==> src/pkg/bioc_pkg.sv <==
// Constants for the bit input/output compare unit.
// Assumes one core clock and an asynchronous active-low system reset.
package bioc_pkg;
    // Pin count and register geometry
    localparam int PIN_W = 8;
    localparam int REG_W = 16;
    localparam int HALF_W = 4;
    // Direction/level register: direction in the upper byte, levels below
    localparam int DIR_LSB = 8;
    localparam int LEVEL_LSB = 0;
    // Control register: mode/mask upper byte, data/pattern lower byte
    localparam int MODE_LSB = 8;
    localparam int DATA_LSB = 0;
    // I/O configuration bits that hand the pins to this unit
    localparam int CFG_UPPER_BIT = 12;
    localparam int CFG_LOWER_BIT = 10;
    // Condition flag positions in the processor flag word
    localparam int FLAG_ALL_TRUE = 0;
    localparam int FLAG_ALL_FALSE = 1;
    localparam int FLAG_SOME_TRUE = 2;
    localparam int FLAG_SOME_FALSE = 3;
    localparam int FLAG_W = 4;
    // Values after reset
    localparam logic [7:0] DIR_RESET = 8'h00;
    localparam logic [7:0] OUT_RESET = 8'h00;
    localparam logic [15:0] CTRL_RESET = 16'h0000;
    localparam logic [3:0] FLAG_RESET = 4'h0;
    localparam logic [3:0] VEC_RESET = 4'h0;
    localparam logic [15:0] STAT_RESET = 16'h0000;
    localparam logic [3:0] HOST_RESET = 4'h0;
    localparam logic [3:0] LOW_PIN_RESET = 4'h0;
    localparam logic [7:0] PIN_OE_RESET = 8'hF0;
endpackage

==> src/rtl/bioc_unit.sv <==
// Eight-pin bit input/output unit with pattern compare and condition flags.
// Assumes pins and core strobes are synchronous to MCLK_I; the pad
// wires are resolved outside from USER_PIN_O and USER_PIN_OE_O.
//
// How it works
// - Eight pins, each input or output by its upper direction bit.
// - Lower status byte always reports the pin levels sampled one clock earlier.
// - Pin-level byte is readable; writes to it change nothing.
// - On owned pins, output buffer enabled only while direction selects output.
// - Control upper bit selects meaning of lower bit, per direction.
// - Output pin, mode 0: pin takes the written data bit.
// - Output pin, mode 1: data 1 toggles, data 0 holds.
// - Output value is kept while a pin is temporarily an input.
// - Control write compares pattern with input pins where mask is 1.
// - Four flags: all match, none match, some match, some mismatch.
// - Upper four pins are ours only while upper select is set.
// - Lower four pins are ours only while lower select is set.
// - After reset the upper pins drive the vector outputs low.
// - A tested bit matches only when level equals pattern bit.
// - Reset sets all direction bits to input and clears stored outputs.
// - Flags update on control writes; flag word restores them.

`timescale 1ns/100ps

module bioc_unit
(
    input wire logic MCLK_I,
    input wire logic RESETN_I,
    input wire logic DIR_WR_I,
    input wire logic CTRL_WR_I,
    input wire logic [15:0] WDATA_I,
    output logic [15:0] DIR_RDATA_O,
    output logic [15:0] CTRL_RDATA_O,
    output logic [3:0] FLAGS_O,
    input wire logic FLAG_WR_I,
    input wire logic [3:0] FLAG_WDATA_I,
    input wire logic UPPER_PINS_SELECT_I,
    input wire logic LOWER_PINS_SELECT_I,
    input wire logic [3:0] INTERRUPT_VECTOR_OUT_I,
    input wire logic [3:0] HOST_PORT_DATA_I,
    input wire logic [3:0] HOST_PORT_DATA_OE_I,
    output logic [3:0] HOST_PORT_DATA_O,
    input wire logic [7:0] USER_PIN_I,
    output logic [7:0] USER_PIN_O,
    output logic [7:0] USER_PIN_OE_O
);

    logic [7:0] dir_q;
    logic [7:0] dir_d;
    logic [7:0] out_q;
    logic [7:0] out_d;
    logic [15:0] ctrl_q;
    logic [15:0] ctrl_d;
    logic [3:0] flags_q;
    logic [3:0] flags_d;
    logic [15:0] stat_q;
    logic [15:0] stat_d;
    logic [7:0] pin_q;
    logic [7:0] pin_d;
    logic [7:0] oe_q;
    logic [7:0] oe_d;
    logic [3:0] host_q;
    logic [3:0] host_d;
    logic [7:0] mode;
    logic [7:0] data;
    logic [7:0] tested;
    logic [7:0] match;
    logic [7:0] bio_own;

    // Fields of the incoming control word
    assign mode = WDATA_I[bioc_pkg::MODE_LSB +: bioc_pkg::PIN_W];
    assign data = WDATA_I[bioc_pkg::DATA_LSB +: bioc_pkg::PIN_W];

    // Pattern compare on inputs selected by the mask
    // masked input test
    assign tested = mode & ~dir_q;
    assign match = tested & ~(USER_PIN_I ^ data);

    // Which pins this unit currently owns
    // upper and lower pins select
    assign bio_own = {{bioc_pkg::HALF_W{UPPER_PINS_SELECT_I}},
                      {bioc_pkg::HALF_W{LOWER_PINS_SELECT_I}}};

    // Next register state
    always_comb
    begin
        dir_d = dir_q;
        out_d = out_q;
        ctrl_d = ctrl_q;
        flags_d = flags_q;
        if (DIR_WR_I)
        begin
            dir_d = WDATA_I[bioc_pkg::DIR_LSB +: bioc_pkg::PIN_W];
        end
        if (FLAG_WR_I)
        begin
            flags_d = FLAG_WDATA_I;
        end
        // Compare result is applied after any restore, so it wins
        // single write does both
        if (CTRL_WR_I)
        begin
            ctrl_d = WDATA_I;
            out_d = (dir_q & ~mode & data) | (dir_q & mode & (out_q ^ data))
                  | (~dir_q & out_q);
            flags_d[bioc_pkg::FLAG_ALL_TRUE] = (match == tested);
            flags_d[bioc_pkg::FLAG_ALL_FALSE] = (match == 8'h00);
            flags_d[bioc_pkg::FLAG_SOME_TRUE] = |match;
            flags_d[bioc_pkg::FLAG_SOME_FALSE] = |(tested & ~match);
        end
    end

    // Control and flag registers
    // reset to inputs, zero out
    always_ff @(posedge MCLK_I or negedge RESETN_I)
    begin
        if (!RESETN_I)
        begin
            dir_q <= bioc_pkg::DIR_RESET;
            out_q <= bioc_pkg::OUT_RESET;
            ctrl_q <= bioc_pkg::CTRL_RESET;
            flags_q <= bioc_pkg::FLAG_RESET;
        end
        else
        begin
            dir_q <= dir_d;
            out_q <= out_d;
            ctrl_q <= ctrl_d;
            flags_q <= flags_d;
        end
    end

    // Pin drive, status word and host data, registered toward the pads
    always_comb
    begin
        stat_d = {dir_q, USER_PIN_I};
        host_d = USER_PIN_I[3:0];
        pin_d = out_d;
        oe_d = dir_d & bio_own;
        if (!UPPER_PINS_SELECT_I)
        begin
            pin_d[7:4] = {INTERRUPT_VECTOR_OUT_I[0], INTERRUPT_VECTOR_OUT_I[1],
                          INTERRUPT_VECTOR_OUT_I[2], INTERRUPT_VECTOR_OUT_I[3]};
            oe_d[7:4] = 4'hF;
        end
        if (!LOWER_PINS_SELECT_I)
        begin
            pin_d[3:0] = HOST_PORT_DATA_I;
            oe_d[3:0] = HOST_PORT_DATA_OE_I;
        end
    end

    // Output flops; vector pins start driven low
    always_ff @(posedge MCLK_I or negedge RESETN_I)
    begin
        if (!RESETN_I)
        begin
            // Upper pads drive the vectors low so they never float
            stat_q <= bioc_pkg::STAT_RESET;
            host_q <= bioc_pkg::HOST_RESET;
            pin_q <= {bioc_pkg::VEC_RESET, bioc_pkg::LOW_PIN_RESET};
            oe_q <= bioc_pkg::PIN_OE_RESET;
        end
        else
        begin
            stat_q <= stat_d;
            host_q <= host_d;
            pin_q <= pin_d;
            oe_q <= oe_d;
        end
    end

    assign DIR_RDATA_O = stat_q;
    assign CTRL_RDATA_O = ctrl_q;
    assign FLAGS_O = flags_q;
    assign HOST_PORT_DATA_O = host_q;
    assign USER_PIN_O = pin_q;
    assign USER_PIN_OE_O = oe_q;
endmodule

==> config.mk <==
export PLATFORM = sky130hd
export DESIGN_NAME = bioc_unit
export DESIGN_NICKNAME = d
export VERILOG_FILES = /design/src/pkg/bioc_pkg.sv /design/src/rtl/bioc_unit.sv
export SDC_FILE = /design/constraint.sdc
export NUM_CORES = 1
export LEC_CHECK = 0
export BUFFER_PORTS_ARGS = -buffer_cell sky130_fd_sc_hd__buf_4
export CORE_AREA = 5 5 70 104
export CTS_CLUSTER_SIZE = 8
export DETAILED_ROUTE_END_ITERATION = 8
export DIE_AREA = 0 0 75 109
export PLACE_DENSITY_LB_ADDON = 0.2
export SYNTH_ARGS = -nofsm -noshare
export SYNTH_HDL_FRONTEND = slang
export SYNTH_SLANG_ARGS = --single-unit
==> constraint.sdc <==
create_clock -name MCLK_I -period 3.9 [get_ports MCLK_I]
set_clock_uncertainty 0.05 [all_clocks]
set_input_delay 0.195 -clock MCLK_I [delete_from_list [all_inputs] [get_ports MCLK_I]]
set_output_delay 0.195 -clock MCLK_I [all_outputs]
set_load 0.03 [all_outputs]
Word level (Yosys, flattened, before mapping)
Index checks and enable logic that the tools add are counted.
{"block": "classes", "n_eq_ne": 1, "n_mux": 8, "bitwise": 17, "n_reduce_logical": 4}
{"cell": "8-bit bitwise AND", "n": 9}
{"cell": "8-bit inverter", "n": 4}
{"cell": "4-bit two-way mux", "n": 6}
{"cell": "8-bit two-way mux", "n": 2}
{"cell": "8-bit OR", "n": 2}
{"cell": "8-bit OR reduction", "n": 2}
{"cell": "8-bit bitwise XOR", "n": 2}
{"cell": "8-bit == test", "n": 1}
{"cell": "8-bit zero test", "n": 1}
{"cell": "2-bit nonzero test", "n": 1}
{"block": "word_totals", "register_bits": 72, "input_bits": 47, "output_inout_bits": 56, "word_cells": 38}

Longest topological paths before layout
Gate-level depths: netlist of the first run.
{"block": "depth", "depth_word": 7, "mapped_depth": 5, "ltp_nobuf": 4}

Worst setup path after synthesis of the first run
Ideal clock, no wire load.
{"block": "synth_timing", "path_type": "flip-flop to flip-flop", "start": "register dir_q[1]", "end": "register flags_q[3] (netlist: FLAGS_O[3])", "setup_time_ns": 0.118, "t_arrival_ns": 1.256, "required_time_ns": 3.732, "setup_slack_ns": 2.476, "stages_incl_launch_ff": 5, "path_buffers": 0, "synth_period_minus_slack_ns": 1.424, "cell_sequence": "dfrtp_1 -> or2b_1 -> o32ai_1 -> or4_1 -> a21o_1"}
{"block": "synth_via", "elab_chain_len": 7}
{"element": "start, declared", "line_no": "bioc_unit.sv:48", "rtl": "logic [7:0] dir_q;"}
{"element": "start signal, assigned", "line_no": "bioc_unit.sv:119", "rtl": "dir_q <= bioc_pkg::DIR_RESET;"}
{"element": "start signal, assigned", "line_no": "bioc_unit.sv:126", "rtl": "dir_q <= dir_d;"}
{"element": "8-bit inverter *", "line_no": "bioc_unit.sv:76", "rtl": "assign tested = mode & ~dir_q;"}
{"element": "8-bit bitwise AND *", "line_no": "bioc_unit.sv:76"}
{"element": "8-bit bitwise AND", "line_no": "bioc_unit.sv:77", "rtl": "assign match = tested & ~(USER_PIN_I ^ data);"}
{"element": "8-bit inverter", "line_no": "bioc_unit.sv:109", "rtl": "flags_d[bioc_pkg::FLAG_SOME_FALSE] = |(tested & ~match);"}
{"element": "8-bit bitwise AND *", "line_no": "bioc_unit.sv:109"}
{"element": "8-bit OR reduction *", "line_no": "bioc_unit.sv:109"}
{"element": "4-bit two-way mux *", "line_no": "bioc_unit.sv:101", "rtl": "if (CTRL_WR_I)"}
{"element": "end signal, assigned", "line_no": "bioc_unit.sv:122", "rtl": "flags_q <= bioc_pkg::FLAG_RESET;"}
{"element": "end signal, assigned", "line_no": "bioc_unit.sv:129", "rtl": "flags_q <= flags_d;"}
{"element": "end, declared", "line_no": "bioc_unit.sv:54", "rtl": "logic [3:0] flags_q;"}
Mark *: on every way between the ends. The rest lies on a longest branch, timed or not.
A chain may end at the register's enable or synchronous reset.

Worst setup path in the final report of the first run
{"block": "layout_timing", "start": "input USER_PIN_I[2]", "end": "register flags_q[3] (netlist: FLAGS_O[3])"}
{"block": "layout_via", "elab_chain_len": 7}
{"element": "start, declared", "line_no": "bioc_unit.sv:43", "rtl": "input wire logic [7:0] USER_PIN_I,"}
{"element": "8-bit bitwise XOR", "line_no": "bioc_unit.sv:77"}
{"element": "8-bit inverter", "line_no": "bioc_unit.sv:77"}
{"element": "8-bit bitwise AND", "line_no": "bioc_unit.sv:77"}
{"element": "8-bit inverter", "line_no": "bioc_unit.sv:109"}
{"element": "8-bit bitwise AND", "line_no": "bioc_unit.sv:109"}
{"element": "8-bit OR reduction", "line_no": "bioc_unit.sv:109"}
{"element": "4-bit two-way mux", "line_no": "bioc_unit.sv:101"}
Every way passes these cells.

==> results of run 1 <==
==> layout make-up <==
type | instances | area, um2
Multi-Input combinational cell | 118 | 934.6
Inverter | 9 | 33.78
Tap cell | 76 | 95.09
Sequential cell | 68 | 1707
Clock inverter | 2 | 10.01
Timing Repair Buffer | 111 | 855.8
Fill cell | 543 | 2552
Clock buffer | 14 | 162.7
==> synth_stat cells, drive strengths merged, types with 3 or more instances <==
cell | count | area share, %
or2 | 4 | 0.92
dfstp | 4 | 3.8
inv | 7 | 0.96
nand2b | 3 | 0.69
nand2 | 4 | 0.55
xnor2 | 8 | 2.8
dfrtp | 64 | 59
clkbuf | 3 | 0.41
buf | 8 | 1.8
a32o | 3 | 1.1
a31oi | 16 | 3.7
nor2b | 4 | 0.91
mux2 | 33 | 14
o32ai | 4 | 1.6
nand3 | 9 | 1.6
o21ai | 13 | 2.4
==> metal layers <==
metal	GRT usage, %	vias up	wire length, um
li1	-	965	-
met2	27.18	57	3428
met4	8.779	0	145
met1	20.06	963	2417
met5	0	-	0
met3	5.443	11	417
==> sequential cells by signal, summed over array words and instances (netlist names) <==
| register | flops |
|---|---|
| CTRL_RDATA_O | 16 |
| DIR_RDATA_O | 13 |
| FLAGS_O | 4 |
| HOST_PORT_DATA_O | 3 |
| USER_PIN_O | 8 |
| USER_PIN_OE_O | 8 |
| dir_q | 8 |
| out_q | 8 |
==> metrics by stage <==
stage / worst slack (ns) / hold slack [ns] / power (mW)
3_5_place_dp: 2.301 / 0.2711 / 1.288
4_1_cts: 2.126 / 0.004491 / 1.813
5_1_grt: 2.066 / 0.007339 / 1.884
2_1_floorplan: 2.476 / -0.1506 / 1.094
6_report: 2.140 / 0.01820 / 1.792
3_3_place_gp: 2.346 / 0.2702 / 1.278
==> repair_timing <==
item | CTS | global route
buffers inserted | 0 | 0
hold buffers | 9 | 0
endpoints found under the hold margin | 72 | 0
resized for setup | 0 | 0
==> final timing paths <==
| check | from | end | depth (start not counted) |
|---|---|---|---|
| hold / removal | HOST_PORT_DATA_I[0] | USER_PIN_O[0] | 2 |
| hold reg to reg | dir_q[0] | DIR_RDATA_O[8] | 0 |
| min in group asynchronous | RESETN_I | DIR_RDATA_O[14] | 2 |
| setup / recovery | USER_PIN_I[2] | FLAGS_O[3] | 6 |
| setup reg to reg | dir_q[7] | FLAGS_O[3] | 4 |
| max in group asynchronous | RESETN_I | DIR_RDATA_O[13] | 2 |
==> power groups by stage <==
stage | combinational [mW] | sequential (mW) | clock [mW]
finish | 0.437 | 0.839 | 0.516
global route | 0.470 | 0.850 | 0.563
CTS | 0.445 | 0.840 | 0.528
detailed placement | 0.436 | 0.852 | 0
global placement | 0.430 | 0.849 | 0
floorplan | 0.132 | 0.962 | 0
==> cells by family (layout without fill, tap and decap cells) <==
| family | Yosys count | in the layout | share of synthesized area, % |
|---|---|---|---|
| buffers and inverters | 20 | 136 | 3.431 |
| XOR/XNOR | 9 | 9 | 3.157 |
| AO/OA/AOI/OAI | 44 | 44 | 10.84 |
| multiplexers | 34 | 34 | 13.95 |
| flip-flops | 68 | 68 | 62.40 |
| AND/OR/NAND/NOR | 31 | 31 | 6.222 |
==> worst max-delay path, delay by kind of cell <==
kind            cells  cell delay [ns]
simple gates        1             0.54
compound gates      2             0.31
xor+xnor            1             0.23
buf+inv             2             0.68
==> impl_metrics.json, run 1 <==
{
  "postRouteWirelength_um": 6408,
  "start_util_pct": 43.07,
  "synth_cell_types": 39,
  "drtIter0Drc": 134,
  "fin_crit_sh_pct": 45.13,
  "grt_start_max_net_pins": 69,
  "rrSetupSlack_ns": 2.38,
  "syn_area_mm2": 0.002735,
  "rsz0062_at_grt": "false",
  "end_kind": "flop",
  "clock-root-buffer": "clkbuf_8",
  "synthCells": 206,
  "post-place-cells": 373,
  "most-common-layout-cells": "buf_4 (102), dfrtp_1 (64), mux2_2 (29)",
  "pin_count": 103,
  "power_frac_comb_pct": 24.4,
  "worst_slew_pin_slew_ns": 0.8438,
  "slew_viol_final": 0,
  "grt_pass1_vias": 2007,
  "avgViaCountPerCell": 5.015,
  "clock.fmax_mhz": 568.2,
  "grt_usage_pct": 17.00,
  "p_sw_mw": 0.5452,
  "coreArea_mm2": 0.006351,
  "fin_nets": 364,
  "hold_class": "primary input to flop",
  "numCtsBuffers": 9,
  "vdd_drop_max_mv": 0.3346,
  "hold_viol": 0,
  "cts_tree": "built",
  "powerDensity_mw_per_mm2": 471.9,
  "num_vias": 1996,
  "ant_nets": 0,
  "place_area_mm2": 0.003536,
  "num_rows": 36,
  "drt_first_pass_iters": 4,
  "intPower_mw": 1.247,
  "cts_max_level": 3,
  "finalCriticalPeriod_ns": 1.760,
  "overflow": 0,
  "avgSynthCellArea_um2": 13.28,
  "cp_max_fo": 2,
  "io_buffers": 102,
  "place.gp.congestion": 0.7173,
  "arrival_ns": 1.95,
  "cp_slowest_stage_delay_ns": 0.54,
  "leakagePower_nw": 1.756,
  "cp.required_ns": 4.09,
  "syn-num-nets": 253,
  "syn_to_final_growth_pct": 38.88,
  "max-cap-violations": 0,
  "swShare_pct": 30.42,
  "clockBufferDepth": 2,
  "final_cell_area_mm2": 0.003799,
  "dp_hpwl_um": 4669,
  "async_reset_ff_share_pct": 100.0,
  "stdcell_count": 398,
  "clk_latency_ns": 0.35,
  "drc": 0,
  "seqPwrFrac_pct": 46.8,
  "cp_slowest_cell": "dlygate4sd3_1",
  "critical_path.cell_chain": "dlygate4sd3_1 -> buf_4 -> xnor2_1 -> o32ai_1 -> or4_1 -> a21o_1",
  "max_slew_margin_pct": 43.75,
  "drive_above_1_share_pct": 47.20,
  "ys_ff_latch": 68,
  "grt_pass1_wl_um": 9942,
  "post-route-util_pct": 59.81,
  "synth_flop_cell": "dfrtp_1",
  "yosysSeqAreaShare_pct": 62.40,
  "yosys_warnings": 0,
  "crit_type": "primary input to flop",
  "die_w_um": 75,
  "routedWlPerCell_um": 16.10,
  "outcome": "finished, final reports clean",
  "die_area_mm2": 0.008175,
  "mostFrequentLayoutCell": "buf_4",
  "antenna_found_initial": 0,
  "clkTransAtPathRegs_ns": 0.07,
  "die_h_um": 109,
  "synth_edf_count": 0,
  "n_antenna_cell": 0,
  "setup-violations-final": 0,
  "p_clk_share_pct": 28.8,
  "crit_path_start_kind": "primary input",
  "cts_sinks": 68,
  "setup_tns_ns": 0
}
Note: power is estimated with default switching activity, not from simulation.
==> inputs of run 2 (changes only) <==
--- a/config.mk
+++ b/config.mk
@@ -6,10 +6,10 @@
 export NUM_CORES = 1
 export LEC_CHECK = 0
 export BUFFER_PORTS_ARGS = -buffer_cell sky130_fd_sc_hd__buf_4
-export CORE_AREA = 5 5 70 104
+export CORE_AREA = 5 5 71 105
 export CTS_CLUSTER_SIZE = 8
 export DETAILED_ROUTE_END_ITERATION = 8
-export DIE_AREA = 0 0 75 109
+export DIE_AREA = 0 0 76 110
 export PLACE_DENSITY_LB_ADDON = 0.2
 export SYNTH_ARGS = -nofsm -noshare
 export SYNTH_HDL_FRONTEND = slang
==> constraint.sdc (replaced) <==
create_clock -name MCLK_I -period 1.55 [get_ports MCLK_I]
set_clock_uncertainty 0.05 [all_clocks]
set_input_delay 0.0775 -clock MCLK_I [delete_from_list [all_inputs] [get_ports MCLK_I]]
set_output_delay 0.0775 -clock MCLK_I [all_outputs]
set_load 0.03 [all_outputs]
==> run 2 against run 1 <==
Effect of this change:
- via count rose by 7.7%
- final area rose by 11%
- sequential cell count did not move
- die area rose by 2.3%
- sequential share of layout area fell by 4.3 points
- non-clock buffer count rose by 37
- sequential power rose to 2.5 times the previous value
==> impl_metrics.json, run 2 (synthesized netlist as in run 1, its figures left out) <==
{
  "stdcell_count": 435,
  "cp.required_ns": 1.73,
  "drtIter0Drc": 76,
  "num_rows": 36,
  "cts_max_level": 3,
  "max_slew_margin_pct": 68.23,
  "fin_nets": 401,
  "arrival_ns": 1.68,
  "outcome": "finished, final reports clean",
  "clk_latency_ns": 0.34,
  "rr_startpoint": "dir_q[1]",
  "cp_max_fo": 5,
  "die_w_um": 76,
  "drt_first_pass_iters": 4,
  "grt_pass1_wl_um": 11320,
  "max-cap-violations": 0,
  "post-place-ws_ns": 0.08911,
  "avgViaCountPerCell": 4.943,
  "overflow": 0,
  "rrSetupSlack_ns": 0.12,
  "clock-root-buffer": "clkbuf_8",
  "reg2reg_to": "FLAGS_O[3]",
  "setup_ws_ns": 0.05164,
  "grt_start_max_net_pins": 42,
  "numCtsBuffers": 9,
  "crit_path_start_kind": "primary input",
  "clock.fmax_mhz": 667.4,
  "slew_viol_final": 0,
  "largest_reg_flops": 16,
  "mostFrequentLayoutCell": "buf_4",
  "fillerInstances": 526,
  "place.gp.congestion": 0.7738,
  "start_util_pct": 42.46,
  "num_vias": 2150,
  "ant_nets": 0,
  "routedWlPerCell_um": 15.73,
  "fin_crit_sh_pct": 96.67,
  "hold_viol": 0,
  "grt_pass1_vias": 2321,
  "cts_setup_buffers": 0,
  "dp_hpwl_um": 4859,
  "clockBufferDepth": 2,
  "die_area_mm2": 0.008360,
  "r2r_cells": 4,
  "n_antenna_cell": 0,
  "cts_tree": "built",
  "postRouteWirelength_um": 6842,
  "rsz0062_at_grt": "false",
  "drc": 0,
  "hold_class": "primary input to flop",
  "cts_sinks": 68,
  "pin_count": 103,
  "io_buffers": 102,
  "setup-violations-final": 0,
  "crit_type": "primary input to flop",
  "vdd_drop_max_mv": 0.7122,
  "worst_slew_pin_slew_ns": 0.4765,
  "grt_usage_pct": 17.30,
  "setup_tns_ns": 0,
  "syn_to_final_growth_pct": 53.61,
  "drive_above_1_share_pct": 45.13,
  "cp-endpoint": "FLAGS_O[3]",
  "antenna_found_initial": 0,
  "most-common-layout-cells": "buf_4 (108), dfrtp_1 (64), dlygate4sd3_1 (39)",
  "finalCriticalPeriod_ns": 1.498,
  "leakagePower_nw": 1.938,
  "holdWs_ns": 0.01912,
  "die_h_um": 110,
  "coreArea_mm2": 0.006441,
  "crit_start": "WDATA_I[4]",
  "clkTransAtPathRegs_ns": 0.07,
  "post-place-cells": 380,
  "end_kind": "flop",
  "powerDensity_mw_per_mm2": 1138
}
## run 2: cell count changes in the layout (fill, tap and decap cells not counted)
cell and delta:
clkbuf_1 -2, xnor2_1 -1, xnor2_2 +1, buf_4 +6, buf_12 +1, bufinv_16 +1, dlygate4sd3_1 +30, clkinvlp_4 +1
## run 2: how the worst min path moves through the flow
stage,start,to,slack (ns),cells after the start
floorplan,RESETN_I,CTRL_RDATA_O[0],-0.27,0
global placement,RESETN_I,out_q[2],-0.10,1
detailed placement,RESETN_I,out_q[2],-0.1,1
CTS,FLAG_WR_I,FLAGS_O[2],0.01,4
global route,LOWER_PINS_SELECT_I,USER_PIN_OE_O[2],0.02,2
finish,FLAG_WR_I,FLAGS_O[2],0.02,4
## run 2: stage by stage
step           power [mW]  util (%)  instance area [um2]
2_1_floorplan       2.753         -                 2735
3_3_place_gp        3.244     55.91                 3601
3_5_place_dp        3.265     55.91                 3601
4_1_cts             4.826     65.11                 4194
5_1_grt             5.002     65.23                 4202
6_report            4.780     65.23                 4202
## run 2: per-layer routing
| layer | vias to the layer above | track usage [%] | wire (um) |
|---|---|---|---|
| met5 | - | 0 | 0 |
| met4 | 0 | 8.651 | 169 |
| met3 | 12 | 5.366 | 385 |
| met2 | 70 | 29.35 | 3699 |
| met1 | 1041 | 19.73 | 2587 |
| li1 | 1027 | - | - |
## run 2: final cells by class
class                   count  area [um2]  area share [%]
clock inverters             4       47.55           1.132
repair buffers            148        1221           29.06
inverters                   9       33.78          0.8040
flip-flops and latches     68        1707           40.62
multi-input cells         118       942.2           22.42
clock buffers              12       155.1           3.693
well taps                  76       95.09           2.263
## run 2: critical path: stages
cell and delay (ns):
dlygate4sd3_1 0.54, buf_4 0.16, xnor2_2 0.17, o32ai_1 0.10, or4_1 0.43, a21o_1 0.19
## run 2: what timing repair did
| item | 4_1_cts | 5_1_grt |
|---|---|---|
| endpoints found under the setup margin | 0 | 1 |
| hold buffers | 39 | 0 |
| endpoints found under the hold margin | 108 | 0 |
| resized for setup | 0 | 1 |
## run 2: where the power goes
group / internal (mW) / total, mW / switching [mW]
sequential: 2.00 / 2.10 / 0.105
combinational: 0.550 / 1.20 / 0.651
clock: 0.826 / 1.48 / 0.652
==> inputs of run 3 (changes only) <==
--- a/config.mk
+++ b/config.mk
@@ -10,6 +10,7 @@
 export CTS_CLUSTER_SIZE = 8
 export DETAILED_ROUTE_END_ITERATION = 8
 export DIE_AREA = 0 0 76 110
+export GPL_TIMING_DRIVEN = 0
 export PLACE_DENSITY_LB_ADDON = 0.2
 export SYNTH_ARGS = -nofsm -noshare
 export SYNTH_HDL_FRONTEND = slang
==> run 3 against run 2 <==
Effect of this change:
- sequential power barely moved
- fmax fell by 3.1%
- critical endpoint unchanged
- largest cell class unchanged
- global-route usage rose by 0.52 points
- power fell by 5.1%
- utilization fell by 0.66 points
- first-iteration DRC count rose by 16%
- final area fell by 1.0%
==> impl_metrics.json, run 3 (synthesized netlist as in run 1, its figures left out) <==
{
  "hold_class": "primary input to flop",
  "num_vias": 2203,
  "hold_viol": 0,
  "place.gp.congestion": 0.8003,
  "clkTransAtPathRegs_ns": 0.07,
  "leakagePower_nw": 1.916,
  "seq_area_mm2": 0.001707,
  "coreArea_mm2": 0.006441,
  "io_buffers": 100,
  "rrSetupSlack_ns": 0.06,
  "crit_path_start_kind": "primary input",
  "overflow": 0,
  "outcome": "finished, final reports clean",
  "routedWlPerCell_um": 16.10,
  "clk_latency_ns": 0.33,
  "postRouteWirelength_um": 7083,
  "clock-root-buffer": "clkbuf_8",
  "slew_viol_final": 0,
  "die_area_mm2": 0.008360,
  "fillerInstances": 528,
  "die_h_um": 110,
  "grt_pass1_wl_um": 11630,
  "power.total_mw": 4.534,
  "cp.required_ns": 1.73,
  "setup-violations-final": 0,
  "clockBufferDepth": 2,
  "vdd_drop_max_mv": 0.6831,
  "syn_to_final_growth_pct": 52.06,
  "grt_pass1_vias": 2345,
  "r2r_cells": 4,
  "end_kind": "flop",
  "fin_crit_sh_pct": 99.74,
  "grt_usage_pct": 17.82,
  "powerDensity_mw_per_mm2": 1090,
  "fin_nets": 406,
  "drtIter0Drc": 88,
  "rsz0062_at_grt": "false",
  "drt_first_pass_iters": 4,
  "cts_resized": 0,
  "setup_tns_ns": 0,
  "multi_input_area_um2": 934.6,
  "die_w_um": 76,
  "final_cell_area_mm2": 0.004159,
  "start_util_pct": 42.46,
  "most-common-layout-cells": "buf_4 (106), dfrtp_1 (64), dlygate4sd3_1 (40)",
  "max_slew_margin_pct": 43.64,
  "numCtsBuffers": 9,
  "drc": 0,
  "avgViaCountPerCell": 5.007,
  "mostFrequentLayoutCell": "buf_4",
  "num_rows": 36,
  "n_antenna_cell": 0,
  "cp_max_fo": 2,
  "clock.fmax_mhz": 646.9,
  "cts_tree": "built",
  "grt_start_max_net_pins": 69,
  "place_area_mm2": 0.003581,
  "cts_sinks": 68,
  "antenna_found_initial": 0,
  "post-route-util_pct": 64.57,
  "max-cap-violations": 0,
  "finalCriticalPeriod_ns": 1.546,
  "cts_max_level": 3,
  "worst_slew_pin_slew_ns": 0.8454,
  "crit_type": "primary input to flop",
  "dp_hpwl_um": 4903,
  "min_path_cells": 4,
  "largest_reg_flops": 16,
  "pin_count": 103,
  "arrival_ns": 1.72,
  "ant_nets": 0,
  "drive_above_1_share_pct": 43.41
}
run 3: cell count changes in the layout (fill, tap and decap cells not counted):
| cell | previous run | this run |
|---|---|---|
| buf_12 | 1 | 0 |
| buf_1 | 0 | 1 |
| clkbuf_1 | 1 | 7 |
| clkbuf_8 | 11 | 10 |
| bufinv_16 | 1 | 0 |
| clkinvlp_4 | 1 | 0 |
| xnor2_1 | 6 | 7 |
| buf_2 | 0 | 3 |
| dlygate4sd3_1 | 39 | 40 |
| buf_4 | 108 | 106 |
| xnor2_2 | 2 | 1 |
run 3: power by group:
part	total (mW)	internal [mW]	switching [mW]
sequential	2.11	2.00	0.109
clock	1.24	0.622	0.616
combinational	1.19	0.541	0.649
total	4.53	3.16	1.37
run 3: worst paths after layout:
| kind | startpoint | to |
|---|---|---|
| setup / recovery | USER_PIN_I[4] | FLAGS_O[3] |
| hold / removal | FLAG_WR_I | FLAGS_O[2] |
| setup reg to reg | dir_q[0] | FLAGS_O[3] |
| hold reg to reg | dir_q[0] | DIR_RDATA_O[8] |
| max in group asynchronous | RESETN_I | USER_PIN_OE_O[0] |
| min in group asynchronous | RESETN_I | USER_PIN_O[2] |
run 3: timing repair:
| action | in CTS | in global routing |
|---|---|---|
| endpoints found under the hold margin | 107 | 0 |
| endpoints found under the setup margin | 1 | 0 |
| setup buffers | 2 | 0 |
| hold buffers | 40 | 0 |
run 3: layer usage:
| metal | vias up | routed length [um] | track usage (%) |
|---|---|---|---|
| li1 | 1044 | - | - |
| met1 | 1091 | 2568 | 18.79 |
| met2 | 60 | 4012 | 32.72 |
| met3 | 8 | 413 | 6.098 |
| met4 | 0 | 89 | 6.489 |
| met5 | - | 0 | 0 |
run 3: layout make-up:
class | count | share of cell area [%]
flip-flops and latches | 68 | 41.03
repair buffers | 142 | 28.04
multi-input cells | 118 | 22.47
clock buffers | 14 | 3.670
well taps | 76 | 2.286
plain buffers | 11 | 1.444
inverters | 9 | 0.8123
clock inverters | 2 | 0.2407
run 3: through the flow:
stage / hold slack [ns] / worst slack (ns) / std cells
after floorplan: -0.2681 / 0.1262 / 206
after detailed placement: 0.1545 / -0.007345 / 382
final: 0.01646 / 0.004056 / 440
after global placement: 0.1531 / -0.003659 / 382
after CTS: 0.009370 / 0.01202 / 440
after global routing: 0.02686 / 0.003261 / 440
run 3: worst max-delay path, cell delays in order:
cell and delay (ns):
dlygate4sd3_1 0.54, buf_4 0.14, xnor2_1 0.20, o32ai_1 0.12
or4_1 0.45, a21o_1 0.20
